### config.mk
export PLATFORM = sky130hd
export DESIGN_NAME = bsse_core
export DESIGN_NICKNAME = d
export VERILOG_FILES = /design/src/bsse_pkg.sv /design/src/bsse_core.sv
export SDC_FILE = /design/constraint.sdc
export NUM_CORES = 1
export LEC_CHECK = 0
export BUFFER_PORTS_ARGS = -buffer_cell sky130_fd_sc_hd__buf_4
export CORE_ASPECT_RATIO = 1.1
export CORE_MARGIN = 2
export CORE_UTILIZATION = 42
export CTS_BUF_LIST = sky130_fd_sc_hd__clkbuf_8
export DETAILED_ROUTE_END_ITERATION = 10
export GPL_ROUTABILITY_DRIVEN = 1
export PLACE_DENSITY = 0.57
export SLEW_MARGIN = 0
export SYNTH_ARGS = -nofsm -noshare
export SYNTH_HDL_FRONTEND = slang
export SYNTH_SLANG_ARGS = --single-unit
### constraint.sdc
create_clock -name pclk -period 5.7 [get_ports pclk]
set_input_delay 0.57 -clock pclk [delete_from_list [all_inputs] [get_ports pclk]]
set_output_delay 0.57 -clock pclk [all_outputs]
set_load 0.005 [all_outputs]
### src/bsse_pkg.sv
`default_nettype none
package bsse_pkg;

    // ------------------------------------------------------------
    // Register byte offsets
    // ------------------------------------------------------------
    localparam logic [7:0] A_CTRL = 8'h00;
    localparam logic [7:0] A_OPND = 8'h04;
    localparam logic [7:0] A_PC   = 8'h08;
    localparam logic [7:0] A_ZPTR = 8'h0C;
    localparam logic [7:0] A_EXTENDED_INDIRECT_HIGH_REG = 8'h10;
    localparam logic [7:0] A_STATUS_FLAGS_REG = 8'h14;
    localparam logic [7:0] A_IO   = 8'h18;
    localparam logic [7:0] A_RES  = 8'h1C;
    localparam logic [7:0] A_STAT = 8'h20;

    // ------------------------------------------------------------
    // Field positions
    // ------------------------------------------------------------
    localparam int CTRL_TWO  = 8;
    localparam int ST_BUSY   = 0;
    localparam int ST_TAKEN  = 1;
    localparam int ST_STKERR = 2;
    localparam int ST_SP_LSB = 8;
    localparam int F_C = 0;
    localparam int F_Z = 1;
    localparam int F_N = 2;
    localparam int F_V = 3;
    localparam int F_H = 5;
    localparam int F_I = 7;

    // ------------------------------------------------------------
    // Cycle counts
    // ------------------------------------------------------------
    localparam logic [2:0] CYC_ONE   = 3'h1;
    localparam logic [2:0] CYC_JMP   = 3'h2;
    localparam logic [2:0] CYC_CALL  = 3'h4;
    localparam logic [2:0] CYC_RET   = 3'h5;
    localparam logic [2:0] CYC_SKIP2 = 3'h2;
    localparam logic [2:0] CYC_SKIP3 = 3'h3;
    localparam logic [2:0] CYC_BRTK  = 3'h2;
    localparam logic [2:0] CYC_IO    = 3'h2;

    // ------------------------------------------------------------
    // Operations and carriers
    // ------------------------------------------------------------
    typedef enum logic [5:0] {
        indirect_jump_op, extended_indirect_jump_op, indirect_call_op,
        extended_indirect_call_op, subroutine_return_op,
        interrupt_return_op, compare_skip_equal_op, skip_reg_bit_clear_op,
        skip_reg_bit_set_op, skip_io_bit_clear_op, skip_io_bit_set_op,
        branch_flag_set_op, branch_flag_clear_op, branch_carry_set_op,
        branch_carry_clear_op, branch_unsigned_ge_op, branch_unsigned_lt_op,
        branch_signed_ge_op, branch_signed_lt_op, branch_halfcarry_set_op,
        branch_halfcarry_clear_op, branch_overflow_set_op,
        branch_overflow_clear_op, branch_irq_enabled_op,
        branch_irq_disabled_op, io_bit_set_op, io_bit_clear_op,
        shift_left_op, shift_right_op, rotate_left_carry_op,
        rotate_right_carry_op, swap_nibble_op
    } bsse_op_e;

    typedef enum logic [1:0] {
        ST_IDLE = 2'b01,
        ST_EXEC = 2'b10
    } bsse_st_e;

    typedef struct packed {
        logic [6:0] k;
        logic [2:0] bsel;
        logic [7:0] rr;
        logic [7:0] rd;
    } bsse_opnd_s;

endpackage
`default_nettype wire

### src/bsse_core.sv
`timescale 1ns/1ps
`default_nettype none
module bsse_core
    import bsse_pkg::*;
#(
    parameter int DEPTH = 8
)(
    // Clock and reset
    input  wire logic        pclk,
    input  wire logic        presetn,
    // APB slave
    input  wire logic        psel,
    input  wire logic        penable,
    input  wire logic        pwrite,
    input  wire logic [7:0]  paddr,
    input  wire logic [31:0] pwdata,
    output logic      [31:0] prdata,
    output logic             pready,
    output logic             pslverr,
    // Core state
    output logic      [7:0]  io_out,
    output logic             busy
);

    // ------------------------------------------------------------
    // State
    // ------------------------------------------------------------
    localparam int SP_W = 4;

    typedef struct packed {
        bsse_st_e                st;
        logic                    rdy;
        logic [31:0]             rdat;
        logic                    serr;
        logic                    wok;
        bsse_op_e                op;
        logic                    two;
        bsse_opnd_s              opnd;
        logic [23:0]             pc;
        logic [15:0]             z;
        logic [7:0]              extended_indirect_high_reg;
        logic [7:0]              status_flags_reg;
        logic [7:0]              io;
        logic [7:0]              res;
        logic [2:0]              cnt;
        logic                    tkn;
        logic                    stkerr;
        logic [SP_W-1:0]         sp;
        logic [DEPTH-1:0][23:0]  stk;
    } bsse_r_s;

    bsse_r_s r_q;
    bsse_r_s r_d;

    // Stack pointer must fit SP_W bits
    if (DEPTH < 1 || DEPTH > 15)
    begin : g_chk
        $error("bsse_core: DEPTH must be 1 to 15");
    end

    // ------------------------------------------------------------
    // Functions
    // ------------------------------------------------------------
    function automatic logic f_taken(bsse_op_e op, bsse_opnd_s o,
                                     logic [7:0] s, logic [7:0] io);
        logic t;
        t = 1'b0;
        case (op)
            compare_skip_equal_op:     t = (o.rd == o.rr);
            skip_reg_bit_clear_op:     t = !o.rd[o.bsel];
            skip_reg_bit_set_op:       t = o.rd[o.bsel];
            skip_io_bit_clear_op:      t = !io[o.bsel];
            skip_io_bit_set_op:        t = io[o.bsel];
            branch_flag_set_op:        t = s[o.bsel];
            branch_flag_clear_op:      t = !s[o.bsel];
            branch_carry_set_op:       t = s[F_C];
            branch_carry_clear_op:     t = !s[F_C];
            branch_unsigned_ge_op:     t = !s[F_C];
            branch_unsigned_lt_op:     t = s[F_C];
            branch_signed_ge_op:       t = !(s[F_N] ^ s[F_V]);
            branch_signed_lt_op:       t = s[F_N] ^ s[F_V];
            branch_halfcarry_set_op:   t = s[F_H];
            branch_halfcarry_clear_op: t = !s[F_H];
            branch_overflow_set_op:    t = s[F_V];
            branch_overflow_clear_op:  t = !s[F_V];
            branch_irq_enabled_op:     t = s[F_I];
            branch_irq_disabled_op:    t = !s[F_I];
            default:                   t = 1'b0;
        endcase
        return t;
    endfunction

    function automatic logic f_is_skip(bsse_op_e op);
        return op >= compare_skip_equal_op && op <= skip_io_bit_set_op;
    endfunction

    function automatic logic f_is_br(bsse_op_e op);
        return op >= branch_flag_set_op && op <= branch_irq_disabled_op;
    endfunction

    function automatic logic [2:0] f_cycles(bsse_op_e op, logic t,
                                            logic two);
        logic [2:0] c;
        c = CYC_ONE;
        if (op == indirect_jump_op || op == extended_indirect_jump_op)
        begin
            c = CYC_JMP;
        end
        else if (op == indirect_call_op ||
                 op == extended_indirect_call_op)
        begin
            c = CYC_CALL;
        end
        else if (op == subroutine_return_op || op == interrupt_return_op)
        begin
            c = CYC_RET;
        end
        else if (f_is_skip(op))
        begin
            c = !t ? CYC_ONE : (two ? CYC_SKIP3 : CYC_SKIP2);
        end
        else if (f_is_br(op))
        begin
            c = t ? CYC_BRTK : CYC_ONE;
        end
        else if (op == io_bit_set_op || op == io_bit_clear_op)
        begin
            c = CYC_IO;
        end
        return c;
    endfunction

    // ------------------------------------------------------------
    // Next state
    // ------------------------------------------------------------
    logic       setup;
    logic       acc;
    logic       go;
    logic       commit;
    bsse_op_e   wop;
    bsse_opnd_s wopnd;

    assign setup  = psel && !penable;
    assign acc    = psel && penable && r_q.rdy;
    assign go     = acc && pwrite && r_q.wok && paddr == A_CTRL;
    assign commit = r_q.st == ST_EXEC && r_q.cnt == 3'h0;
    assign wop    = bsse_op_e'(pwdata[5:0]);
    assign wopnd  = bsse_opnd_s'(pwdata[25:0]);

    always_comb
    begin
        logic [31:0] rv;
        logic        ok;
        logic        ro;
        logic [7:0]  d;
        logic        t;
        logic [23:0] ret;
        rv  = 32'h0;
        ok  = 1'b1;
        ro  = 1'b0;
        d   = r_q.opnd.rd;
        t   = 1'b0;
        ret = r_q.pc + 24'h1;
        r_d = r_q;

        // Bus answer comes one edge after setup; all writes refused
        // while an instruction runs so operands stay frozen.
        if (paddr == A_CTRL)
        begin
            rv = {23'h0, r_q.two, 2'h0, r_q.op};
        end
        else if (paddr == A_OPND)
        begin
            rv = {6'h0, r_q.opnd};
        end
        else if (paddr == A_PC)
        begin
            rv = {8'h0, r_q.pc};
        end
        else if (paddr == A_ZPTR)
        begin
            rv = {16'h0, r_q.z};
        end
        else if (paddr == A_EXTENDED_INDIRECT_HIGH_REG)
        begin
            rv = {24'h0, r_q.extended_indirect_high_reg};
        end
        else if (paddr == A_STATUS_FLAGS_REG)
        begin
            rv = {24'h0, r_q.status_flags_reg};
        end
        else if (paddr == A_IO)
        begin
            rv = {24'h0, r_q.io};
        end
        else if (paddr == A_RES)
        begin
            rv = {24'h0, r_q.res};
            ro = 1'b1;
        end
        else if (paddr == A_STAT)
        begin
            rv = 32'h0;
            rv[ST_BUSY]   = r_q.st == ST_EXEC;
            rv[ST_TAKEN]  = r_q.tkn;
            rv[ST_STKERR] = r_q.stkerr;
            rv[ST_SP_LSB +: SP_W] = r_q.sp;
            ro = 1'b1;
        end
        else
        begin
            ok = 1'b0;
        end
        if (pwrite && (ro || r_q.st == ST_EXEC))
        begin
            ok = 1'b0;
        end
        if (pwrite && paddr == A_CTRL && pwdata[5:0] > 6'(swap_nibble_op))
        begin
            ok = 1'b0;
        end

        if (setup)
        begin
            r_d.rdy  = 1'b1;
            r_d.rdat = (ok && !pwrite) ? rv : 32'h0;
            r_d.serr = !ok;
            r_d.wok  = ok;
        end
        else if (acc)
        begin
            r_d.rdy  = 1'b0;
            r_d.serr = 1'b0;
        end

        // Register writes
        if (acc && pwrite && r_q.wok)
        begin
            if (paddr == A_OPND)
            begin
                r_d.opnd = wopnd;
            end
            else if (paddr == A_PC)
            begin
                r_d.pc = pwdata[23:0];
            end
            else if (paddr == A_ZPTR)
            begin
                r_d.z = pwdata[15:0];
            end
            else if (paddr == A_EXTENDED_INDIRECT_HIGH_REG)
            begin
                r_d.extended_indirect_high_reg = pwdata[7:0];
            end
            else if (paddr == A_STATUS_FLAGS_REG)
            begin
                r_d.status_flags_reg = pwdata[7:0];
            end
            else if (paddr == A_IO)
            begin
                r_d.io = pwdata[7:0];
            end
        end

        case (r_q.st)
            ST_IDLE:
            begin
                if (go)
                begin
                    r_d.op  = wop;
                    r_d.two = pwdata[CTRL_TWO];
                    r_d.cnt = f_cycles(wop,
                        f_taken(wop, r_q.opnd, r_q.status_flags_reg, r_q.io),
                        pwdata[CTRL_TWO]) - 3'h1;
                    r_d.st  = ST_EXEC;
                end
            end
            ST_EXEC:
            begin
                r_d.cnt = r_q.cnt - 3'h1;
                if (commit)
                begin
                    r_d.st = ST_IDLE;
                    t      = f_taken(r_q.op, r_q.opnd, r_q.status_flags_reg, r_q.io);
                    r_d.tkn = t;
                    r_d.pc  = ret;
                    case (r_q.op)
                        indirect_jump_op:
                            r_d.pc = {8'h0, r_q.z};
                        extended_indirect_jump_op:
                            r_d.pc = {r_q.extended_indirect_high_reg, r_q.z};
                        indirect_call_op, extended_indirect_call_op:
                        begin
                            r_d.pc = (r_q.op == indirect_call_op) ?
                                {8'h0, r_q.z} :
                                {r_q.extended_indirect_high_reg, r_q.z};
                            // Full stack keeps the old entries and sets stkerr
                            if (r_q.sp < SP_W'(DEPTH))
                            begin
                                r_d.stk[r_q.sp] = ret;
                                r_d.sp = r_q.sp + SP_W'(1);
                            end
                            else
                            begin
                                r_d.stkerr = 1'b1;
                            end
                        end
                        subroutine_return_op, interrupt_return_op:
                        begin
                            if (r_q.sp != '0)
                            begin
                                r_d.sp = r_q.sp - SP_W'(1);
                                r_d.pc = r_q.stk[r_q.sp - SP_W'(1)];
                            end
                            else
                            begin
                                r_d.stkerr = 1'b1;
                            end
                            if (r_q.op == interrupt_return_op)
                            begin
                                r_d.status_flags_reg[F_I] = 1'b1;
                            end
                        end
                        io_bit_set_op:
                            r_d.io[r_q.opnd.bsel] = 1'b1;
                        io_bit_clear_op:
                            r_d.io[r_q.opnd.bsel] = 1'b0;
                        shift_left_op:
                        begin
                            d = {r_q.opnd.rd[6:0], 1'b0};
                            r_d.status_flags_reg[F_C] = r_q.opnd.rd[7];
                        end
                        shift_right_op:
                        begin
                            d = {1'b0, r_q.opnd.rd[7:1]};
                            r_d.status_flags_reg[F_C] = r_q.opnd.rd[0];
                        end
                        rotate_left_carry_op:
                        begin
                            d = {r_q.opnd.rd[6:0], r_q.status_flags_reg[F_C]};
                            r_d.status_flags_reg[F_C] = r_q.opnd.rd[7];
                        end
                        rotate_right_carry_op:
                        begin
                            d = {r_q.status_flags_reg[F_C], r_q.opnd.rd[7:1]};
                            r_d.status_flags_reg[F_C] = r_q.opnd.rd[0];
                        end
                        swap_nibble_op:
                            d = {r_q.opnd.rd[3:0], r_q.opnd.rd[7:4]};
                        default:
                        begin
                            if (t && f_is_skip(r_q.op))
                            begin
                                r_d.pc = r_q.pc + (r_q.two ? 24'h3 : 24'h2);
                            end
                            else if (t && f_is_br(r_q.op))
                            begin
                                r_d.pc = ret + {{17{r_q.opnd.k[6]}},
                                                r_q.opnd.k};
                            end
                        end
                    endcase
                    if (r_q.op >= shift_left_op &&
                        r_q.op <= rotate_right_carry_op)
                    begin
                        r_d.status_flags_reg[F_Z] = d == 8'h0;
                        r_d.status_flags_reg[F_N] = d[7];
                        r_d.status_flags_reg[F_V] = d[7] ^ r_d.status_flags_reg[F_C];
                    end
                    if (r_q.op >= shift_left_op)
                    begin
                        r_d.res = d;
                    end
                end
            end
            default:
                r_d.st = ST_IDLE;
        endcase
    end

    always_ff @(posedge pclk or negedge presetn)
    begin
        if (!presetn)
        begin
            r_q    <= '0;
            r_q.st <= ST_IDLE;
        end
        else
        begin
            r_q <= r_d;
        end
    end

    assign prdata  = r_q.rdat;
    assign pready  = r_q.rdy;
    assign pslverr = r_q.serr;
    assign io_out  = r_q.io;
    assign busy    = r_q.st == ST_EXEC;

    // ------------------------------------------------------------
    // Assertions
    // ------------------------------------------------------------
    a_indirect_jump_op_two_cyc: assert property (
        @(posedge pclk) disable iff (!presetn)
        go && wop == indirect_jump_op |=> busy [*2] ##1 !busy
        && r_q.pc == {8'h0, $past(r_q.z)})
        else $error("indirect jump timing or target wrong");

    a_extended_indirect_jump_op_dest: assert property (
        @(posedge pclk) disable iff (!presetn)
        commit && r_q.op == extended_indirect_jump_op
        |=> r_q.pc == {$past(r_q.extended_indirect_high_reg), $past(r_q.z)})
        else $error("extended jump target wrong");

    a_call_four: assert property (
        @(posedge pclk) disable iff (!presetn)
        go && (wop == indirect_call_op || wop == extended_indirect_call_op)
        |=> busy [*4] ##1 !busy)
        else $error("call did not take four cycles");

    a_skip_dist: assert property (
        @(posedge pclk) disable iff (!presetn)
        commit && f_is_skip(r_q.op) &&
        f_taken(r_q.op, r_q.opnd, r_q.status_flags_reg, r_q.io)
        |=> r_q.pc == $past(r_q.pc) + ($past(r_q.two) ? 24'h3 : 24'h2))
        else $error("skip distance wrong");

    a_branch_tgt: assert property (
        @(posedge pclk) disable iff (!presetn)
        commit && f_is_br(r_q.op) &&
        !f_taken(r_q.op, r_q.opnd, r_q.status_flags_reg, r_q.io)
        |=> r_q.pc == $past(r_q.pc) + 24'h1 && !r_q.tkn)
        else $error("untaken branch moved too far");

    a_signed_ge_cond: assert property (
        @(posedge pclk) disable iff (!presetn)
        commit && r_q.op == branch_signed_ge_op
        |=> r_q.tkn == !($past(r_q.status_flags_reg[F_N]) ^ $past(r_q.status_flags_reg[F_V])))
        else $error("signed branch condition wrong");

    a_io_bit_set: assert property (
        @(posedge pclk) disable iff (!presetn)
        go && wop == io_bit_set_op |=> ##2 r_q.io[r_q.opnd.bsel]
        && $stable(r_q.status_flags_reg))
        else $error("io bit set failed");

    a_lsl_flags: assert property (
        @(posedge pclk) disable iff (!presetn)
        commit && r_q.op == shift_left_op |=> r_q.res[0] == 1'b0 &&
        r_q.status_flags_reg[F_C] == $past(r_q.opnd.rd[7]) &&
        r_q.status_flags_reg[F_Z] == (r_q.res == 8'h0))
        else $error("shift left result or flags wrong");

    a_ror_carry: assert property (
        @(posedge pclk) disable iff (!presetn)
        commit && r_q.op == rotate_right_carry_op |=>
        r_q.res[7] == $past(r_q.status_flags_reg[F_C]) &&
        r_q.status_flags_reg[F_C] == $past(r_q.opnd.rd[0]))
        else $error("rotate right through carry wrong");

    a_swap_flags: assert property (
        @(posedge pclk) disable iff (!presetn)
        go && wop == swap_nibble_op |=> busy ##1 !busy &&
        $stable(r_q.status_flags_reg) && r_q.res[3:0] == r_q.opnd.rd[7:4])
        else $error("swap wrong");

    a_interrupt_return_op_flag: assert property (
        @(posedge pclk) disable iff (!presetn)
        commit && r_q.op == interrupt_return_op |=> r_q.status_flags_reg[F_I])
        else $error("interrupt return left I clear");

endmodule
`default_nettype wire

==> flow_metrics.py <==
metrics = {
    "min_path": {
        "holdCritPathClass": "input port to flip-flop",
    },
    "clock_network": {
        "clock-sinks": 337,
        "cts_resized": 0,
        "cts_root_buf": "clkbuf_8",
        "cts_tree": "done",
        "cts_htree_levels": 2,
        "clock_tree.buffer_depth": 3,
        "clk_pin_slew_ns": 0.07,
        "cts_setup_buffers": 0,
        "clkLatencyLatePin_ns": 0.68,
        "cts_made_buffers": 59,
    },
    "placement": {
        "dp_slack_ns": 0.886,
        "hpwlAfterDp_um": 47700,
        "port_buffers": 75,
        "place_congestion": 0.955,
    },
    "drt": {
        "drt_first_pass_iters": 6,
        "drcViolationCount": 0,
        "ant_nets": 0,
        "dr_total_vias": 16600,
        "drtIter0Drc": 1512,
        "drt-total-wl_um": 67000,
        "via_per_inst": 5.97,
        "routedWlPerCell_um": 24.1,
    },
    "setup_path": {
        "cp_common_cell": "o21ai_0",
        "cp_num_buf_inv": 1,
        "endpoint_kind": "flip-flop",
        "cp_cell_sequence": "and4_1 > and4_1 > nand3_1 > nor2_1 > xnor2_1 > inv_1 > ha_1 > a21oi_1 > o21ai_0 > o21ai_0 > o21ai_0 > o31ai_1 > o21ai_0 > xnor2_1 > or3_1 > a41o_1",
        "crit_fanout": 11,
        "critical_path.slowest_cell": "xnor2_1",
        "required_ns": 6.27,
        "cpPeakStageDelay_ns": 1.01,
        "cp_top_family": "simple AND/OR/NAND/NOR gates",
        "critPathKind": "flip-flop to flip-flop",
        "critPathArrivalTime_ns": 5.51,
        "start_kind": "flip-flop",
        "r2r_slack_ns": 0.76,
    },
    "power_and_ir_drop": {
        "max-vdd-ir-drop_uv": 138,
        "power_w": 0.00490,
        "p_per_area_nw_per_um2": 222,
        "p_leak_nw": 9.97,
    },
    "global_routing": {
        "grt_pass1_vias": 16400,
        "grtUsageTotal_pct": 27.6,
        "grt_overflow": 0,
        "antenna_found_initial": 1,
        "grt_first_pass_wirelength_um": 102000,
        "grt_max_degree": 159,
    },
    "die": {
        "die_x_um": 211,
        "die-area_um2": 49000,
        "io-pin-count": 88,
        "core_area_um2": 46600,
        "die_h_um": 232,
        "rows": 83,
        "initial_core_util_pct": 42.6,
    },
    "finish": {
        "multi_input_area_um2": 10400,
        "seqCellArea_um2": 8440,
        "layout_commonest_cell": "dfrtp_1",
        "syn_to_final_growth_pct": 11.1,
        "mostFrequentLayoutCells": "335 x dfrtp_1, 280 x nand2_1, 216 x nor2_1",
        "n_fill_cell": 4486,
        "layout.nets": 2231,
        "drive_gt1_share_pct": 17.8,
    },
    "yosys": {
        "synthCells": 2147,
        "ys_seq_area_share_pct": 42.5,
        "ys.flop_type": "dfrtp_1",
        "synthesis.area_per_instance_um2": 9.24,
        "syn_area_um2": 19800,
        "synth_seq_cells": 337,
        "yosysWarnings": 0,
        "synth-async-reset-ratio_pct": 100,
        "yosysUniqueCellTypes": 82,
        "synth-edff-count": 0,
    },
    "timing": {
        "worst_slack_ns": 0.764,
        "rsz0062_at_grt": "false",
        "tightest_slew_ns": 1.30,
        "max_freq_ghz": 0.203,
        "slew_violations": 0,
        "setup_violations": 0,
        "relSlewSlack_pct": 12.6,
        "finalHoldViolCount": 0,
        "period_minus_slack_ns": 4.94,
        "fin_skew_ns": 0.0310,
        "fin_crit_sh_pct": 86.6,
        "fin_tns_setup_ns": 0,
    },
    "status": {
        "outcome": "finished clean",
    },
    "run": {
        "maxCapViolCount": 0,
    },
}
[per-stage QoR]
stage | hold slack (ns) | std cells | cell area, um^2 | util (%)
2_1_floorplan | 0.274 | 2152 | 19900 | -
3_3_place_gp | 0.457 | 2679 | 20800 | 44.7
3_5_place_dp | 0.465 | 2679 | 20800 | 44.7
4_1_cts | 0.0745 | 2784 | 22000 | 47.3
5_1_grt | 0.102 | 2784 | 22000 | 47.3
6_report | 0.113 | 2786 | 22000 | 47.3
[routing by layer]
| layer | vias up | wire length (um) | global-route usage, % |
|---|---|---|---|
| met5 | - | 0 | 0 |
| met4 | 0 | 3270 | 13.1 |
| met3 | 172 | 3730 | 4.22 |
| met2 | 574 | 31600 | 45.5 |
| met1 | 8224 | 28400 | 35.6 |
| li1 | 7656 | - | - |
[worst reg2reg max path: cells and delay by family (launching register included)]
| family | cells | cell delay [ns] |
|---|---|---|
| AO/OA/AOI/OAI | 7 | 1.29 |
| XOR/XNOR | 2 | 1.18 |
| adder cells (fa/ha/maj) | 1 | 0.34 |
| buffers and inverters | 1 | 0.20 |
| flip-flops | 1 | 0.48 |
| AND/OR/NAND/NOR | 5 | 1.34 |
[where the power goes]
part           leakage (nW)  total (W)  internal, W  switching (W)
clock network         0.698    0.00228      0.00123        0.00105
registers              4.52    0.00241      0.00240     0.00000947
logic                  4.75   0.000217    0.0000654       0.000152
[synth_stat cells (35+ instances only)]
master    instances  share of area [%]
a21oi_1         176                4.4
buf_4            40                1.5
clkbuf_1        139                2.6
dfrtp_1         336                 42
ha_1             39                2.5
inv_1            45               0.85
mux2_2           81                4.6
mux2i_1          53                2.7
mux4_2           48                5.4
nand2_1         280                5.3
nand3_1          40                1.0
nor2_1          219                4.1
o21ai_0         171                4.3
xnor2_1          38                1.7
xor2_1           35                1.5
[final timing paths]
path	start	endpoint	depth (start not counted)
worst max-delay path	r_q[252]$_DFF_PN0_	r_q[272]$_DFF_PN0_	16
worst min-delay path	psel	pready$_DFFE_PN0P_	2
worst max register to register	r_q[252]$_DFF_PN0_	r_q[272]$_DFF_PN0_	16
worst min register to register	flip-flop	flip-flop	2
max in group asynchronous	presetn	async pin	3
min in group asynchronous	presetn	io_out[4]$_DFF_PN0_	2
[cell families (layout without fill, tap and decap cells)]
kind of cell	count (synthesis)	in the layout	share of synthesized area, %
XOR/XNOR	73	73	3.22
AO/OA/AOI/OAI	581	581	18.2
AND/OR/NAND/NOR	677	677	15.0
flip-flops	337	337	42.5
buffers and inverters	256	293	5.75
other	1	8	0.0189
adder cells (fa/ha/maj)	40	40	2.56
multiplexers	182	182	12.7
[cell type report]
class | instances | share of cell area (%)
multi-input combinational | 1559 | 47.1
sequential | 337 | 38.3
timing repair buffer | 143 | 5.09
clock buffer | 72 | 4.50
tap | 595 | 3.38
clock inverter | 32 | 0.891
inverter | 46 | 0.783
antenna | 2 | 0.0227
[what timing repair did]
item / in CTS / in global routing
endpoints found under the setup margin: 0 / 0
endpoints found under the hold margin: 63 / 0
hold buffers: 1 / 0
(Power assumes the default switching activity.)
